<file path="src/pkg/prs_pkg.sv">
`default_nettype none

package prs_pkg;

  // ****************************************
  // Timing
  // ****************************************
  localparam longint unsigned CLK_HZ       = 64'd20_000_000;
  localparam longint unsigned LOCK_MS      = 64'd60;
  localparam int unsigned     LOCK_CYC_DEF = int'((LOCK_MS * CLK_HZ) / 64'd1000);
  localparam int unsigned     CNT_W        = 21;
  localparam int unsigned     HOLD_CYC     = 16;

  // ****************************************
  // Register map
  // ****************************************
  localparam logic [7:0] OFS_CTRL   = 8'h00;
  localparam logic [7:0] OFS_CLKRST = 8'h04;
  localparam logic [7:0] OFS_PGATE  = 8'h08;
  localparam logic [7:0] OFS_STATUS = 8'h0c;

  // CTRL fields
  localparam int unsigned CTRL_LP    = 0;
  localparam int unsigned CTRL_PWR18 = 1;
  localparam int unsigned CTRL_DRAM  = 2;

  // STATUS fields
  localparam int unsigned STAT_SENSE = 0;
  localparam int unsigned STAT_PLLR  = 1;
  localparam int unsigned STAT_CPUR  = 2;
  localparam int unsigned STAT_LP    = 3;
  localparam int unsigned STAT_ST    = 4;

  // Defaults
  localparam logic [7:0] CLKEN_RST = 8'h00;
  localparam logic [7:0] BLKREL_RST = 8'h00;
  localparam logic [7:0] PGATE_RST = 8'hff;

  // ****************************************
  // Carriers
  // ****************************************
  typedef struct packed {
    logic        cyc;
    logic        stb;
    logic        we;
    logic [7:0]  adr;
    logic [3:0]  sel;
    logic [31:0] dat;
  } prs_wb_req_t;

  typedef struct packed {
    logic        ack;
    logic [31:0] dat;
  } prs_wb_rsp_t;

  typedef struct packed {
    logic [7:0] clk_en;
    logic [7:0] blk_rst;
    logic [7:0] pgate_en;
    logic       pwr18_en;
    logic       dram_init;
  } prs_dom_t;

endpackage

`default_nettype wire

</file>
<file path="src/core/prs_sense_sync.sv">
`default_nettype none

module prs_sense_sync
(
  // Clock and reset
  input  wire logic clk_i,
  input  wire logic rst_i,
  // Sense in
  input  wire logic sense_i,
  // Synchronized level and rising edge
  output logic      sense_o,
  output logic      rise_o
);

  typedef struct packed {
    logic s1;
    logic s2;
    logic s3;
  } prs_sync_t;

  prs_sync_t q;
  prs_sync_t next_q;

  // First stage feeds only the second stage
  always_comb
  begin
    next_q    = q;
    next_q.s1 = sense_i;
    next_q.s2 = q.s1;
    next_q.s3 = q.s2;
  end

  always_ff @(posedge clk_i)
  begin
    if (rst_i)
      q <= '0;
    else
      q <= next_q;
  end

  assign sense_o = q.s2;
  assign rise_o  = q.s2 & ~q.s3;

endmodule

`default_nettype wire

</file>
<file path="src/core/prs_sequencer.sv">
// Implementation choices: register access over Wishbone and the register addresses.
`default_nettype none

module prs_sequencer
#(
  parameter int unsigned LOCK_CYC = prs_pkg::LOCK_CYC_DEF
)
(
  // Clock and reset
  input  wire logic              clk_i,
  input  wire logic              rst_i,
  // Power monitor
  input  wire logic              power_on_sense_i,
  input  wire logic              supply_fail_warning_i,
  // System reset events and park handshake
  input  wire logic              sys_reset_req_i,
  input  wire logic              park_done_i,
  output logic                   park_req_o,
  // Wishbone slave
  input  wire prs_pkg::prs_wb_req_t wb_i,
  output prs_pkg::prs_wb_rsp_t   wb_o,
  // Reset and clock controls
  output logic                   master_pll_rst_o,
  output logic                   cpu_rst_o,
  output logic                   cpu_clk_en_o,
  output logic                   io_oe_o,
  output prs_pkg::prs_dom_t      dom_o
);

  import prs_pkg::*;

  // ****************************************
  // State
  // ****************************************
  typedef enum logic [2:0] {
    S_OFF,
    S_LOCK,
    S_RUN,
    S_PARK,
    S_HOLD
  } prs_st_t;

  typedef struct packed {
    prs_st_t          st;
    logic [CNT_W-1:0] cnt;
    logic             pll_rst;
    logic             cpu_rst;
    logic             cpu_clk;
    logic             io_oe;
    logic             park;
    logic             lp;
    prs_dom_t         dom;
    prs_wb_rsp_t      wb;
  } prs_state_t;

  localparam logic [CNT_W-1:0] LOCK_LAST = CNT_W'(LOCK_CYC - 1);
  localparam logic [CNT_W-1:0] HOLD_LAST = CNT_W'(HOLD_CYC - 1);

  prs_state_t q;
  prs_state_t next_q;
  logic       sense_s;
  logic       sense_rise;
  logic       wb_hit;
  logic       wb_wr;

  prs_sense_sync u_sync
  (
    .clk_i   (clk_i),
    .rst_i   (rst_i),
    .sense_i (power_on_sense_i),
    .sense_o (sense_s),
    .rise_o  (sense_rise)
  );

  // ****************************************
  // Domain defaults
  // ****************************************
  // Power-on always powers 1.8-V; a warm reset keeps it off after low power
  function automatic prs_dom_t dom_defaults(input logic keep_18v_off);
    prs_dom_t d;
    d.clk_en    = CLKEN_RST;
    d.blk_rst   = ~BLKREL_RST;
    d.pgate_en  = PGATE_RST;
    d.pwr18_en  = ~keep_18v_off;
    d.dram_init = 1'b0;
    return d;
  endfunction

  assign wb_hit = wb_i.cyc & wb_i.stb & ~q.wb.ack;
  assign wb_wr  = wb_hit & wb_i.we & (q.st == S_RUN);

  // ****************************************
  // Next state
  // ****************************************
  always_comb
  begin
    next_q        = q;
    next_q.wb.ack = wb_hit;
    next_q.wb.dat = '0;

    // Read path
    if (wb_hit && !wb_i.we)
    begin
      case (wb_i.adr)
        OFS_CTRL:
        begin
          next_q.wb.dat[CTRL_LP]    = q.lp;
          next_q.wb.dat[CTRL_PWR18] = q.dom.pwr18_en;
          next_q.wb.dat[CTRL_DRAM]  = q.dom.dram_init;
        end
        OFS_CLKRST:
          next_q.wb.dat[15:0] = {~q.dom.blk_rst, q.dom.clk_en};
        OFS_PGATE:
          next_q.wb.dat[7:0] = q.dom.pgate_en;
        OFS_STATUS:
        begin
          next_q.wb.dat[STAT_SENSE]        = sense_s;
          next_q.wb.dat[STAT_PLLR]         = q.pll_rst;
          next_q.wb.dat[STAT_CPUR]         = q.cpu_rst;
          next_q.wb.dat[STAT_LP]           = q.lp;
          next_q.wb.dat[STAT_ST+2:STAT_ST] = q.st;
        end
        default:
          next_q.wb.dat = '0;
      endcase
    end

    // Write path, only while the processor runs
    if (wb_wr)
    begin
      case (wb_i.adr)
        OFS_CTRL:
        begin
          if (wb_i.sel[0])
          begin
            next_q.lp = wb_i.dat[CTRL_LP];
            // Low power drops the 1.8-V domain and with it DRAM
            next_q.dom.pwr18_en = wb_i.dat[CTRL_PWR18] & ~wb_i.dat[CTRL_LP];
            // DRAM init only once clocks are up on 1.8-V
            next_q.dom.dram_init = wb_i.dat[CTRL_DRAM] & next_q.dom.pwr18_en
                                   & (|q.dom.clk_en);
          end
        end
        OFS_CLKRST:
        begin
          // Clock enables refused until 1.8-V is on
          if (wb_i.sel[0] && q.dom.pwr18_en)
            next_q.dom.clk_en = wb_i.dat[7:0];
          if (wb_i.sel[1])
            next_q.dom.blk_rst = ~wb_i.dat[15:8];
        end
        OFS_PGATE:
        begin
          if (wb_i.sel[0])
            next_q.dom.pgate_en = wb_i.dat[7:0];
        end
        default:
          next_q.lp = q.lp;
      endcase
      if (!next_q.dom.pwr18_en)
      begin
        next_q.dom.clk_en    = CLKEN_RST;
        next_q.dom.dram_init = 1'b0;
      end
    end

    // Sequencing
    case (q.st)
      S_OFF:
      begin
        if (sense_rise)
        begin
          next_q.st      = S_LOCK;
          next_q.pll_rst = 1'b0;
          next_q.cnt     = '0;
        end
      end
      S_LOCK:
      begin
        next_q.cnt = q.cnt + 1'b1;
        if (q.cnt == LOCK_LAST)
        begin
          next_q.st      = S_RUN;
          next_q.cpu_rst = 1'b0;
          next_q.cpu_clk = 1'b1;
          next_q.io_oe   = 1'b1;
          next_q.dom     = dom_defaults(1'b0);
        end
      end
      S_RUN:
      begin
        if (supply_fail_warning_i)
        begin
          next_q.st   = S_PARK;
          next_q.park = 1'b1;
        end
        else if (sys_reset_req_i)
        begin
          next_q.st      = S_HOLD;
          next_q.cnt     = '0;
          next_q.cpu_rst = 1'b1;
          next_q.dom     = dom_defaults(q.lp);
        end
      end
      S_PARK:
      begin
        // Reset waits for the mirrors to be parked
        if (park_done_i)
        begin
          next_q.st      = S_HOLD;
          next_q.park    = 1'b0;
          next_q.cnt     = '0;
          next_q.cpu_rst = 1'b1;
          next_q.dom     = dom_defaults(q.lp);
        end
      end
      S_HOLD:
      begin
        // Stays in reset while the warning persists
        if (supply_fail_warning_i)
          next_q.cnt = '0;
        else if (q.cnt == HOLD_LAST)
        begin
          next_q.st      = S_RUN;
          next_q.cpu_rst = 1'b0;
          next_q.lp      = 1'b0;
        end
        else
          next_q.cnt = q.cnt + 1'b1;
      end
      default:
        next_q.st = S_OFF;
    endcase

    // Sense low overrides everything except the Wishbone response
    if (!sense_s)
    begin
      next_q.st      = S_OFF;
      next_q.cnt     = '0;
      next_q.pll_rst = 1'b1;
      next_q.cpu_rst = 1'b1;
      next_q.cpu_clk = 1'b0;
      next_q.io_oe   = 1'b0;
      next_q.park    = 1'b0;
      next_q.lp      = 1'b0;
      next_q.dom     = dom_defaults(1'b0);
    end
  end

  always_ff @(posedge clk_i)
  begin
    if (rst_i)
    begin
      q         <= '0;
      q.st      <= S_OFF;
      q.pll_rst <= 1'b1;
      q.cpu_rst <= 1'b1;
      q.dom     <= {CLKEN_RST, ~BLKREL_RST, PGATE_RST, 1'b1, 1'b0};
    end
    else
      q <= next_q;
  end

  // ****************************************
  // Outputs
  // ****************************************
  assign master_pll_rst_o = q.pll_rst;
  assign cpu_rst_o        = q.cpu_rst;
  assign cpu_clk_en_o     = q.cpu_clk;
  assign io_oe_o          = q.io_oe;
  assign park_req_o       = q.park;
  assign dom_o            = q.dom;
  assign wb_o             = q.wb;
endmodule

`default_nettype wire

</file>
<file path="config.mk">
export PLATFORM = sky130hd
export DESIGN_NAME = prs_sequencer
export DESIGN_NICKNAME = d
export VERILOG_FILES = /design/src/pkg/prs_pkg.sv /design/src/core/prs_sense_sync.sv /design/src/core/prs_sequencer.sv
export SDC_FILE = /design/constraint.sdc
export NUM_CORES = 1
export LEC_CHECK = 0
export ABC_AREA = 1
export BUFFER_PORTS_ARGS = -buffer_cell sky130_fd_sc_hd__clkbuf_2
export CAP_MARGIN = 20
export CORE_ASPECT_RATIO = 1.75
export CORE_MARGIN = 2
export CORE_UTILIZATION = 46
export CTS_BUF_LIST = sky130_fd_sc_hd__clkbuf_4 sky130_fd_sc_hd__clkbuf_8
export DETAILED_ROUTE_END_ITERATION = 8
export MAX_ROUTING_LAYER = met4
export PLACE_DENSITY = 0.86
export SLEW_MARGIN = 30
export SYNTH_ARGS = -nofsm -noshare
export SYNTH_HDL_FRONTEND = slang
export SYNTH_SLANG_ARGS = --single-unit
</file>
<file path="constraint.sdc">
create_clock -name clk_i -period 1.75 [get_ports clk_i]
set_input_delay 0.35 -clock clk_i [delete_from_list [all_inputs] [get_ports clk_i]]
set_output_delay 0.35 -clock clk_i [all_outputs]
set_load 0.1 [all_outputs]
</file>
==> flow_metrics.env, run 1 <==
export IMPL_placed_cell_area_mm2=0.00450
export IMPL_htreeDepth=3
export IMPL_syn_inst=618
export IMPL_cp_arrival_ns=2.01
export IMPL_fmax_mhz=587
export IMPL_final_hold_viol_count=0
export IMPL_mostFrequentLayoutCell="nand2_1"
export IMPL_synth_area_leaders="dfxtp_1 (36%), nand2_1 (12%), buf_4 (11%), nor2_1 (9.0%), nand3_1 (7.3%)"
export IMPL_routabilityCongestion=1.05
export IMPL_dieArea_mm2=0.00986
export IMPL_internal_power_w=0.00234
export IMPL_synth_top_area_cell="dfxtp_1"
export IMPL_grt_pass1_vias=3901
export IMPL_critPathLaunchType="flop"
export IMPL_fin_nets=748
export IMPL_layout_drive_gt1_share_pct=24.7
export IMPL_peakVddDrop_uv=338
export IMPL_fin_area_mm2=0.00483
export IMPL_worstPathRequired_ns=2.05
export IMPL_p_sw_w=0.000951
export IMPL_cp_max_fo=13
export IMPL_power_frac_seq_pct=52.1
export IMPL_relSlewSlack_pct=63.4
export IMPL_dr_pass1_iters=5
export IMPL_fp_coreArea_mm2=0.00892
export IMPL_p_comb_share_pct=9.4
export IMPL_cap_violations=0
export IMPL_portBuffers=82
export IMPL_drc=0
export IMPL_power_w=0.00329
export IMPL_status="finished clean"
export IMPL_antenna_cells=0
export IMPL_start_util_pct=46.7
export IMPL_dr_wl_met2_mm=5.71
export IMPL_ys_seq_elements=75
export IMPL_leakage_nw=2.25
export IMPL_path_clk_slew_ns=0.09
export IMPL_cts_buffers=9
export IMPL_fin_crit_sh_pct=97.3
export IMPL_ys_types=33
export IMPL_rows=46
export IMPL_met1_length_mm=3.64
export IMPL_critPathCaptureType="flop"
export IMPL_post_route_util_pct=54.2
export IMPL_post_synth_instance_area_mm2=0.00417
export IMPL_vias=4219
export IMPL_area_growth_pct=16.0
export IMPL_clk_latency_ns=0.35
export IMPL_maxUsedRoutingLayer="met4"
export IMPL_drt_total_wl_mm=10.7
export IMPL_min_period_ns=1.70
export IMPL_setup_viol=0
export IMPL_layout_cells_non_filler=819
export IMPL_netSwitchingFraction_pct=28.9
export IMPL_yosysTopAreaCellShare_pct=36.0
export IMPL_final_cell_mix="nand2_1 (137), nor2_1 (95), clkbuf_2 (82)"
export IMPL_hold_path_class="in -> reg"
export IMPL_pwr_share_clk_pct=38.6
export IMPL_cts_root_buf="clkbuf_8"
export IMPL_tightest_slew_ns=0.551
export IMPL_ant_nets=0
export IMPL_grt_antenna_before_repair=0
export IMPL_p_per_area_mw_per_mm2=680
export IMPL_fin_skew_ns=0.00765
export IMPL_dp_hpwl_mm=8.21
export IMPL_grt_max_degree=17
export IMPL_viasPerCell=5.15
export IMPL_top_level_ports=117
export IMPL_setup_tns_ns=0
export IMPL_slew_violations=0
export IMPL_cts_tree="done"
export IMPL_grt_ovfl_total=0
export IMPL_clk_path_buf_depth=2
export IMPL_ys_seq_area_share_pct=36.0
export IMPL_critical_path_class="reg -> reg"
export IMPL_syn_avg_cell_area_um2=6.74
export IMPL_yosys_warnings=0
export IMPL_place_inst=794
export IMPL_wl_per_cell_um=13.1
export IMPL_grt_pass1_wl_mm=17.2
export IMPL_cts_num_sinks=75
export IMPL_track_usage_pct=22.4
export IMPL_drt_iter0_markers=244
export IMPL_die_w_um=75.9
export IMPL_die_y_um=130
export IMPL_wl_met3_um=689
flip-flops by register name (all words and copies together), names as in the netlist:
name,count
u_sync.q,1
io_oe_o,1
q,25
dom_o,26
wb_o,17
u_sync.next_q,1
park_req_o,1
master_pll_rst_o,1
cpu_rst_o,1
u_sync.sense_o,1
metrics by stage:
stage,hold WS [ns],setup WS (ns)
6_report,0.205,0.0469
5_1_grt,0.193,-0.0523
4_1_cts,0.200,0.00987
3_5_place_dp,0.395,-0.0219
3_3_place_gp,0.398,0.00383
2_1_floorplan,0.388,0.0262
path summary, 6_finish.rpt:
kind / start / endpoint / slack, ns / depth (start not counted)
worst min-delay path: wb_i[14] / dom_o[16]$_SDFF_PP1_ / 0.21 / 2
worst min register to register: u_sync.next_q[1]$_SDFF_PP0_ / u_sync.sense_o$_SDFF_PP0_ / 0.41 / 2
worst max-delay path: q[66]$_SDFFE_PP0P_ / q[78]$_SDFFE_PP0P_ / 0.05 / 10
worst max register to register: q[66]$_SDFFE_PP0P_ / q[78]$_SDFFE_PP0P_ / 0.05 / 10
synthesized netlist by cell type:
library cell and number:
a211oi_1 1, a21oi_1 14, a31oi_1 1, and2_1 1, buf_2 5, buf_4 60, buf_6 3, clkbuf_8 1
clkinv_1 2, conb_1 1, dfxtp_1 75, ha_1 1, inv_1 63, inv_2 7, nand2_1 138, nand2_2 4
nand3_1 61, nand3_2 2, nand3_4 2, nand4_1 15, nand4_2 1, nor2_1 100, nor2_2 3, nor2_4 1
nor2_8 1, nor3_1 11, nor3_4 1, o211ai_1 10, o21ai_0 21, o21ai_1 3, o21bai_1 4, o22ai_1 4
xor2_1 1
area by class of cell:
cell class | count | area, um2
clock buffers | 10 | 138
repair buffers | 119 | 713
inverters | 72 | 279
fillers | 856 | 4090
multi-input cells | 417 | 1990
well taps | 120 | 150
flip-flops and latches | 75 | 1510
clock inverters | 6 | 48.8
worst max-delay path, stage by stage, from the launching register on:
cell     delay [ns]
dfxtp_2        0.36
ha_4           0.15
nand3_4        0.11
nor2_4         0.11
nand4_1        0.27
nand2_4        0.23
buf_12         0.15
nand2_1        0.06
nand3_1        0.10
nand2_1        0.06
inv_1          0.05
power groups by stage:
stage	Combinational [W]	Clock, W	Sequential [W]
after floorplan	0.000246	0	0.00175
after global placement	0.000296	0	0.00175
after detailed placement	0.000297	0	0.00175
after CTS	0.000299	0.00128	0.00171
after global routing	0.000323	0.00137	0.00171
final	0.000308	0.00127	0.00171
routing by layer:
layer	track usage [%]	up-vias
met4	16.3	0
met5	-	-
met1	20.2	1896
met2	41.6	200
met3	4.77	60
li1	-	2063
cell families after synthesis:
kind of cell	after synthesis	share of synthesized area, %
AO/OA/AOI/OAI	58	8.02
XOR/XNOR	1	0.210
adder cells (fa/ha/maj)	1	0.300
buffers and inverters	141	19.0
flip-flops	75	36.0
other	1	0.0900
AND/OR/NAND/NOR	341	36.3
timing repair:
action                     CTS  global route
hold buffers                 0             0
setup buffers                2             7
gates resized for setup      0            27
setup endpoints to repair   17            37
pin swaps                    3             6
Note: power is estimated with default switching activity, not from simulation.
==> inputs of run 2 (changes only) <==
--- a/config.mk
+++ b/config.mk
@@ -12,8 +12,9 @@
 export CORE_MARGIN = 2
 export CORE_UTILIZATION = 46
-export CTS_BUF_LIST = sky130_fd_sc_hd__clkbuf_4 sky130_fd_sc_hd__clkbuf_8
+export CTS_BUF_LIST = sky130_fd_sc_hd__clkbuf_8
 export DETAILED_ROUTE_END_ITERATION = 8
 export MAX_ROUTING_LAYER = met4
 export PLACE_DENSITY = 0.86
+export SETUP_SLACK_MARGIN = 0.5
 export SLEW_MARGIN = 30
 export SYNTH_ARGS = -nofsm -noshare
==> constraint.sdc (replaced) <==
create_clock -name clk_i -period 1.75 [get_ports clk_i]
set_input_delay 0.35 -clock clk_i [delete_from_list [all_inputs] [get_ports clk_i]]
set_output_delay 0.35 -clock clk_i [all_outputs]
set_load 0.005 [all_outputs]
==> run 2 against run 1 <==
Compared with the run above: the run now ends with negative setup slack left; utilization is 7.5 points higher; register-to-register slack worse by 0.20 ns; hold slack worse by 0.020 ns; first-iteration DRC count rose by 62%; setup slack worse by 0.20 ns; critical path type unchanged; largest power group unchanged.
==> flow_metrics.env, run 2 (synthesized netlist as in run 1, its figures left out) <==
export IMPL_dieArea_mm2=0.00986
export IMPL_cts_hold_buffers=0
export IMPL_post_route_util_pct=61.6
export IMPL_filler_cell_count=706
export IMPL_routabilityCongestion=1.01
export IMPL_p_sw_w=0.000894
export IMPL_grt_antenna_before_repair=0
export IMPL_r2r_slack_ns=-0.16
export IMPL_whs_ns=0.185
export IMPL_p_per_area_mw_per_mm2=588
export IMPL_min_period_ns=1.91
export IMPL_cts_tree="done"
export IMPL_fp_coreArea_mm2=0.00892
export IMPL_final_cell_mix="nand2_1 (117), clkbuf_2 (82), nor2_1 (79)"
export IMPL_dp_hpwl_mm=8.24
export IMPL_status="complete, but fails checks"
export IMPL_cap_violations=0
export IMPL_top_level_ports=117
export IMPL_drt_total_wl_mm=13.1
export IMPL_fmax_mhz=525
export IMPL_antenna_cells=0
export IMPL_wl_per_cell_um=15.6
export IMPL_p_comb_share_pct=6.1
export IMPL_ant_nets=0
export IMPL_fin_crit_sh_pct=109
export IMPL_largest_reg_flops=26
export IMPL_setup_viol=20
export IMPL_setup_tns_ns=-1.48
export IMPL_grt_pass1_wl_mm=18.3
export IMPL_rsz0062_at_grt="true"
export IMPL_portBuffers=82
export IMPL_cp_arrival_ns=2.16
export IMPL_critPathLaunchType="flop"
export IMPL_area_growth_pct=32.0
export IMPL_track_usage_pct=24.1
export IMPL_cts_root_buf="clkbuf_8"
export IMPL_cts_num_sinks=75
export IMPL_viasPerCell=5.45
export IMPL_clk_path_buf_depth=2
export IMPL_layout_drive_gt1_share_pct=39.7
export IMPL_hold_path_class="in -> reg"
export IMPL_fin_skew_ns=0.00805
export IMPL_power_w=0.00323
export IMPL_drc=0
export IMPL_dr_pass1_iters=5
export IMPL_pwr_share_clk_pct=41.1
export IMPL_mostFrequentLayoutCell="nand2_1"
export IMPL_rows=46
export IMPL_peakVddDrop_uv=415
export IMPL_critPathCaptureType="flop"
export IMPL_place_inst=786
export IMPL_leakage_nw=2.53
export IMPL_worstPathRequired_ns=2.01
export IMPL_final_hold_viol_count=0
export IMPL_vias=4568
export IMPL_internal_power_w=0.00234
export IMPL_die_w_um=75.9
export IMPL_cts_buffers=9
export IMPL_drt_iter0_markers=395
export IMPL_critical_path_class="reg -> reg"
export IMPL_netSwitchingFraction_pct=27.7
export IMPL_setup_ws_ns=-0.156
export IMPL_die_y_um=130
export IMPL_start_util_pct=46.7
export IMPL_path_clk_slew_ns=0.09
export IMPL_htreeDepth=3
export IMPL_layout_cells_non_filler=838
export IMPL_grt_max_degree=17
export IMPL_grt_pass1_vias=4066
export IMPL_slew_violations=0
export IMPL_violations="negative setup slack"
export IMPL_grt_ovfl_total=0
export IMPL_clk_latency_ns=0.36
export IMPL_cp_max_fo=8
export IMPL_fin_nets=767
export IMPL_power_frac_seq_pct=52.8
[run 2: cell count changes in the layout (fill, tap and decap cells not counted), moves of 10 or more]
cell / change
dfxtp_1: -22
nand2_1: -20
dfxtp_2: +18
nor2_1: -16
o21ai_0: -14
nand2_2: +11
nor2_4: +11
nand3_1: -10
[run 2: power groups by stage]
stage               clock (W)  sequential [W]  combinational (W)
floorplan                   0         0.00175          0.0000999
global placement            0         0.00175           0.000147
detailed placement          0         0.00175           0.000148
CTS                   0.00133         0.00171           0.000169
global route          0.00142         0.00171           0.000212
finish                0.00133         0.00171           0.000196
[run 2: per-stage QoR]
step / setup slack (ns) / area (um2)
after global placement: 0.114 / 4500
after floorplan: 0.189 / 4310
after CTS: 0.213 / 5050
final: -0.156 / 5500
after detailed placement: 0.0715 / 4500
after global routing: -0.229 / 5500
[run 2: what timing repair did]
action                                  4_1_cts  5_1_grt
buffers inserted                             15       18
pin swaps                                    14       21
gates resized for setup                      65       93
gates cloned                                  1        2
endpoints found under the setup margin       63       80
[run 2: final timing paths]
kind | startpoint | to | cells past startpoint
worst max-delay path | q[86]$_SDFFE_PP0P_ | q[76]$_SDFFE_PP0P_ | 11
worst min register to register | u_sync.next_q[1]$_SDFF_PP0_ | u_sync.sense_o$_SDFF_PP0_ | 2
worst min-delay path | power_on_sense_i | u_sync.next_q[1]$_SDFF_PP0_ | 3
worst max register to register | q[86]$_SDFFE_PP0P_ | q[76]$_SDFFE_PP0P_ | 11
[run 2: area by class of cell]
cell class              instances  area (um2)  area share (%)
well taps                     120         150            2.73
repair buffers                135         872            15.9
multi-input cells             420        2430            44.2
clock inverters                 7        66.3            1.21
inverters                      72         310            5.64
clock buffers                   9         124            2.25
flip-flops and latches         75        1550            28.1
[run 2: layer usage]
metal  global-route usage (%)  vias to the layer above  wire, um
li1                         -                     2104         -
met1                     20.5                     2061      4080
met2                     45.0                      280      6920
met3                     5.46                      123       867
met4                     19.0                        0      1210
met5                        -                        -         0
[run 2: worst max-delay path: stages, from the launching register on]
cell and delay, ns:
dfxtp_4 0.37, inv_1 0.13, nand3_2 0.13, nor2_1 0.27
nand4_1 0.25, nand2_2 0.20, buf_6 0.16, clkinv_8 0.08
nand2_4 0.06, nand2_1 0.05, nand2_1 0.06, nor2_1 0.04
==> inputs of run 3 (changes only) <==
--- a/config.mk
+++ b/config.mk
@@ -7,5 +7,5 @@
 export LEC_CHECK = 0
 export ABC_AREA = 1
-export BUFFER_PORTS_ARGS = -buffer_cell sky130_fd_sc_hd__clkbuf_2
+export BUFFER_PORTS_ARGS = -buffer_cell sky130_fd_sc_hd__buf_2
 export CAP_MARGIN = 20
 export CORE_ASPECT_RATIO = 1.75
@@ -14,4 +14,5 @@
 export CTS_BUF_LIST = sky130_fd_sc_hd__clkbuf_8
 export DETAILED_ROUTE_END_ITERATION = 8
+export GPL_TIMING_DRIVEN = 0
 export MAX_ROUTING_LAYER = met4
 export PLACE_DENSITY = 0.86
==> constraint.sdc (replaced) <==
create_clock -name clk_i -period 1.75 [get_ports clk_i]
set_input_delay 0.175 -clock clk_i [delete_from_list [all_inputs] [get_ports clk_i]]
set_output_delay 0.175 -clock clk_i [all_outputs]
set_load 0.005 [all_outputs]
==> run 3 against run 2 <==
Compared with the run above: the run ends with design-rule violations, negative setup slack left; sequential cell count is the same; first-iteration DRC count increased by 67%; global-route usage up 4.3 points; via count is 11% higher; clock power about the same; clock-buffer cell count is 1 higher; design area is 8.7% higher; power rose by 1.6%; critical endpoint is now q[85]$_SDFFE_PP0P_; largest power group unchanged; highest routed layer unchanged.
==> flow_metrics.env, run 3 (synthesized netlist as in run 1, its figures left out) <==
export IMPL_status="complete, but fails checks"
export IMPL_violations="design-rule violations, negative setup slack"
export IMPL_grt_max_degree=15
export IMPL_fin_nets=826
export IMPL_critPathSlowestCell="dfxtp_1"
export IMPL_critPathCaptureType="flop"
export IMPL_cts_root_buf="clkbuf_8"
export IMPL_htreeDepth=3
export IMPL_cap_violations=0
export IMPL_layout_drive_gt1_share_pct=44.0
export IMPL_grt_ovfl_total=0
export IMPL_final_cell_mix="nand2_1 (115), buf_4 (93), nor2_1 (85)"
export IMPL_fp_coreArea_mm2=0.00892
export IMPL_ant_nets=0
export IMPL_drc=15
export IMPL_min_period_ns=1.90
export IMPL_top_level_ports=117
export IMPL_reg2reg_depth=9
export IMPL_die_w_um=75.9
export IMPL_grt_pass1_vias=4520
export IMPL_cts_tree="done"
export IMPL_cts_num_sinks=75
export IMPL_vias=5070
export IMPL_worstPathRequired_ns=2.02
export IMPL_min_delay_start="power_on_sense_i"
export IMPL_grt_pass1_wl_mm=21.5
export IMPL_rows=46
export IMPL_clk_path_buf_depth=2
export IMPL_dieArea_mm2=0.00986
export IMPL_slew_violations=0
export IMPL_r2r_slack_ns=-0.15
export IMPL_rr_startpoint="q[70]$_SDFFE_PP0P_"
export IMPL_r2r_end="q[85]$_SDFFE_PP0P_"
export IMPL_cp_depth=9
export IMPL_holdPathStages=3
export IMPL_setup_ws_ns=-0.146
export IMPL_dp_hpwl_mm=8.59
export IMPL_crit_chain="nand2_1 -> nor2_1 -> nand2_1 -> nor2_1 -> nand3_1 -> nand4_1 -> nand3_1 -> nand2_1 -> inv_1"
export IMPL_placed_cell_area_mm2=0.00486
export IMPL_clk_latency_ns=0.38
export IMPL_largest_reg_flops=26
export IMPL_portBuffers=82
export IMPL_hold_path_class="in -> reg"
export IMPL_max_stage_delay_ns=0.43
export IMPL_peakVddDrop_uv=385
export IMPL_critPathBufInv=1
export IMPL_wl_per_cell_um=17.3
export IMPL_path_clk_slew_ns=0.08
export IMPL_final_hold_viol_count=0
export IMPL_viasPerCell=5.65
export IMPL_fin_skew_ns=0.0207
export IMPL_cp_max_fo=5
export IMPL_grt_antenna_before_repair=1
export IMPL_fmax_mhz=528
export IMPL_die_y_um=130
export IMPL_dr_pass1_iters=9
export IMPL_mostFrequentLayoutCell="nand2_1"
export IMPL_start_util_pct=46.7
export IMPL_cts_buffers=9
export IMPL_whs_endpoint="u_sync.next_q[1]$_SDFF_PP0_"
export IMPL_rsz0062_at_grt="true"
export IMPL_post_route_util_pct=67.0
export IMPL_p_per_area_mw_per_mm2=549
export IMPL_drt_iter0_markers=658
export IMPL_drt_total_wl_mm=15.6
export IMPL_critPathLaunchType="flop"
export IMPL_crit_family="simple AND/OR/NAND/NOR gates"
export IMPL_track_usage_pct=28.3
export IMPL_routabilityCongestion=1.04
export IMPL_cp_arrival_ns=2.16
export IMPL_fin_crit_sh_pct=108
export IMPL_crit_top_cell="nand2_1"
export IMPL_leakage_nw=2.80
export IMPL_area_growth_pct=43.5
export IMPL_fin_area_mm2=0.00598
export IMPL_setup_viol=2
export IMPL_critical_path_class="reg -> reg"
==> run 3: power by group <==
| part | internal (W) | switching (W) | total (W) | leakage (nW) |
|---|---|---|---|---|
| Clock | 0.000563 | 0.000751 | 0.00131 | 0.0851 |
| Combinational | 0.000115 | 0.000142 | 0.000257 | 2.10 |
| Sequential | 0.00170 | 0.00000463 | 0.00171 | 0.615 |
| Total | 0.00238 | 0.000897 | 0.00328 | 2.80 |
==> run 3: worst register-to-register path, stage by stage (launching register included) <==
cell and delay [ns]:
dfxtp_1 0.43, nand2_1 0.15, nor2_1 0.25, nand2_1 0.10, nor2_1 0.30, nand3_1 0.21
nand4_1 0.16, nand3_1 0.10, nand2_1 0.07, inv_1 0.03
==> run 3: worst max-delay path by stage <==
stage	startpoint	end	slack [ns]
2_1_floorplan	q[66]$_SDFFE_PP0P_	dom_o[14]$_SDFF_PP1_	0.19
3_3_place_gp	q[66]$_SDFFE_PP0P_	dom_o[19]$_SDFF_PP0_	-0.14
3_5_place_dp	q[66]$_SDFFE_PP0P_	dom_o[15]$_SDFF_PP1_	-0.16
4_1_cts	q[65]$_SDFFE_PP0P_	dom_o[15]$_SDFF_PP1_	0.17
5_1_grt	q[79]$_SDFFE_PP0P_	q[88]$_SDFFE_PP0P_	-0.04
6_report	q[70]$_SDFFE_PP0P_	q[85]$_SDFFE_PP0P_	-0.15
==> run 3: cell type report <==
cell class	instances	area, um2
multi-input cells	418	2410
flip-flops and latches	75	1530
plain buffers	69	551
repair buffers	127	850
inverters	72	298
fillers	621	2940
clock buffers	10	138
diodes	1	2.50
clock inverters	6	48.8
well taps	120	150
==> run 3: timing repair <==
item | CTS | global route
hold buffers | 0 | 0
buffers inserted | 33 | 8
endpoints found under the hold margin | 0 | 0
pin swaps | 21 | 19
cloned | 4 | 1
endpoints found under the setup margin | 69 | 72
gates resized for setup | 99 | 61
==> run 3: routing by layer <==
metal	part of all wire, %	wire, um	track usage, %	vias up
li1	-	-	-	2219
met1	31	4760	26.6	2229
met2	49	7590	51.0	452
met3	10	1560	5.26	170
met4	11	1660	22.2	0
met5	0	0	-	-
==> run 3: stage by stage <==
| step | hold slack [ns] | setup WS, ns | std cells | setup TNS [ns] | power (W) |
|---|---|---|---|---|---|
| 3_5_place_dp | 0.383 | -0.157 | 835 | -2.20 | 0.00192 |
| 3_3_place_gp | 0.381 | -0.138 | 835 | -2.12 | 0.00192 |
| 5_1_grt | 0.00774 | -0.0369 | 898 | -0.173 | 0.00335 |
| 4_1_cts | 0.0102 | 0.171 | 888 | 0 | 0.00322 |
| 6_report | 0.0102 | -0.146 | 898 | -0.151 | 0.00328 |
| 2_1_floorplan | 0.246 | 0.189 | 633 | 0 | 0.00185 |
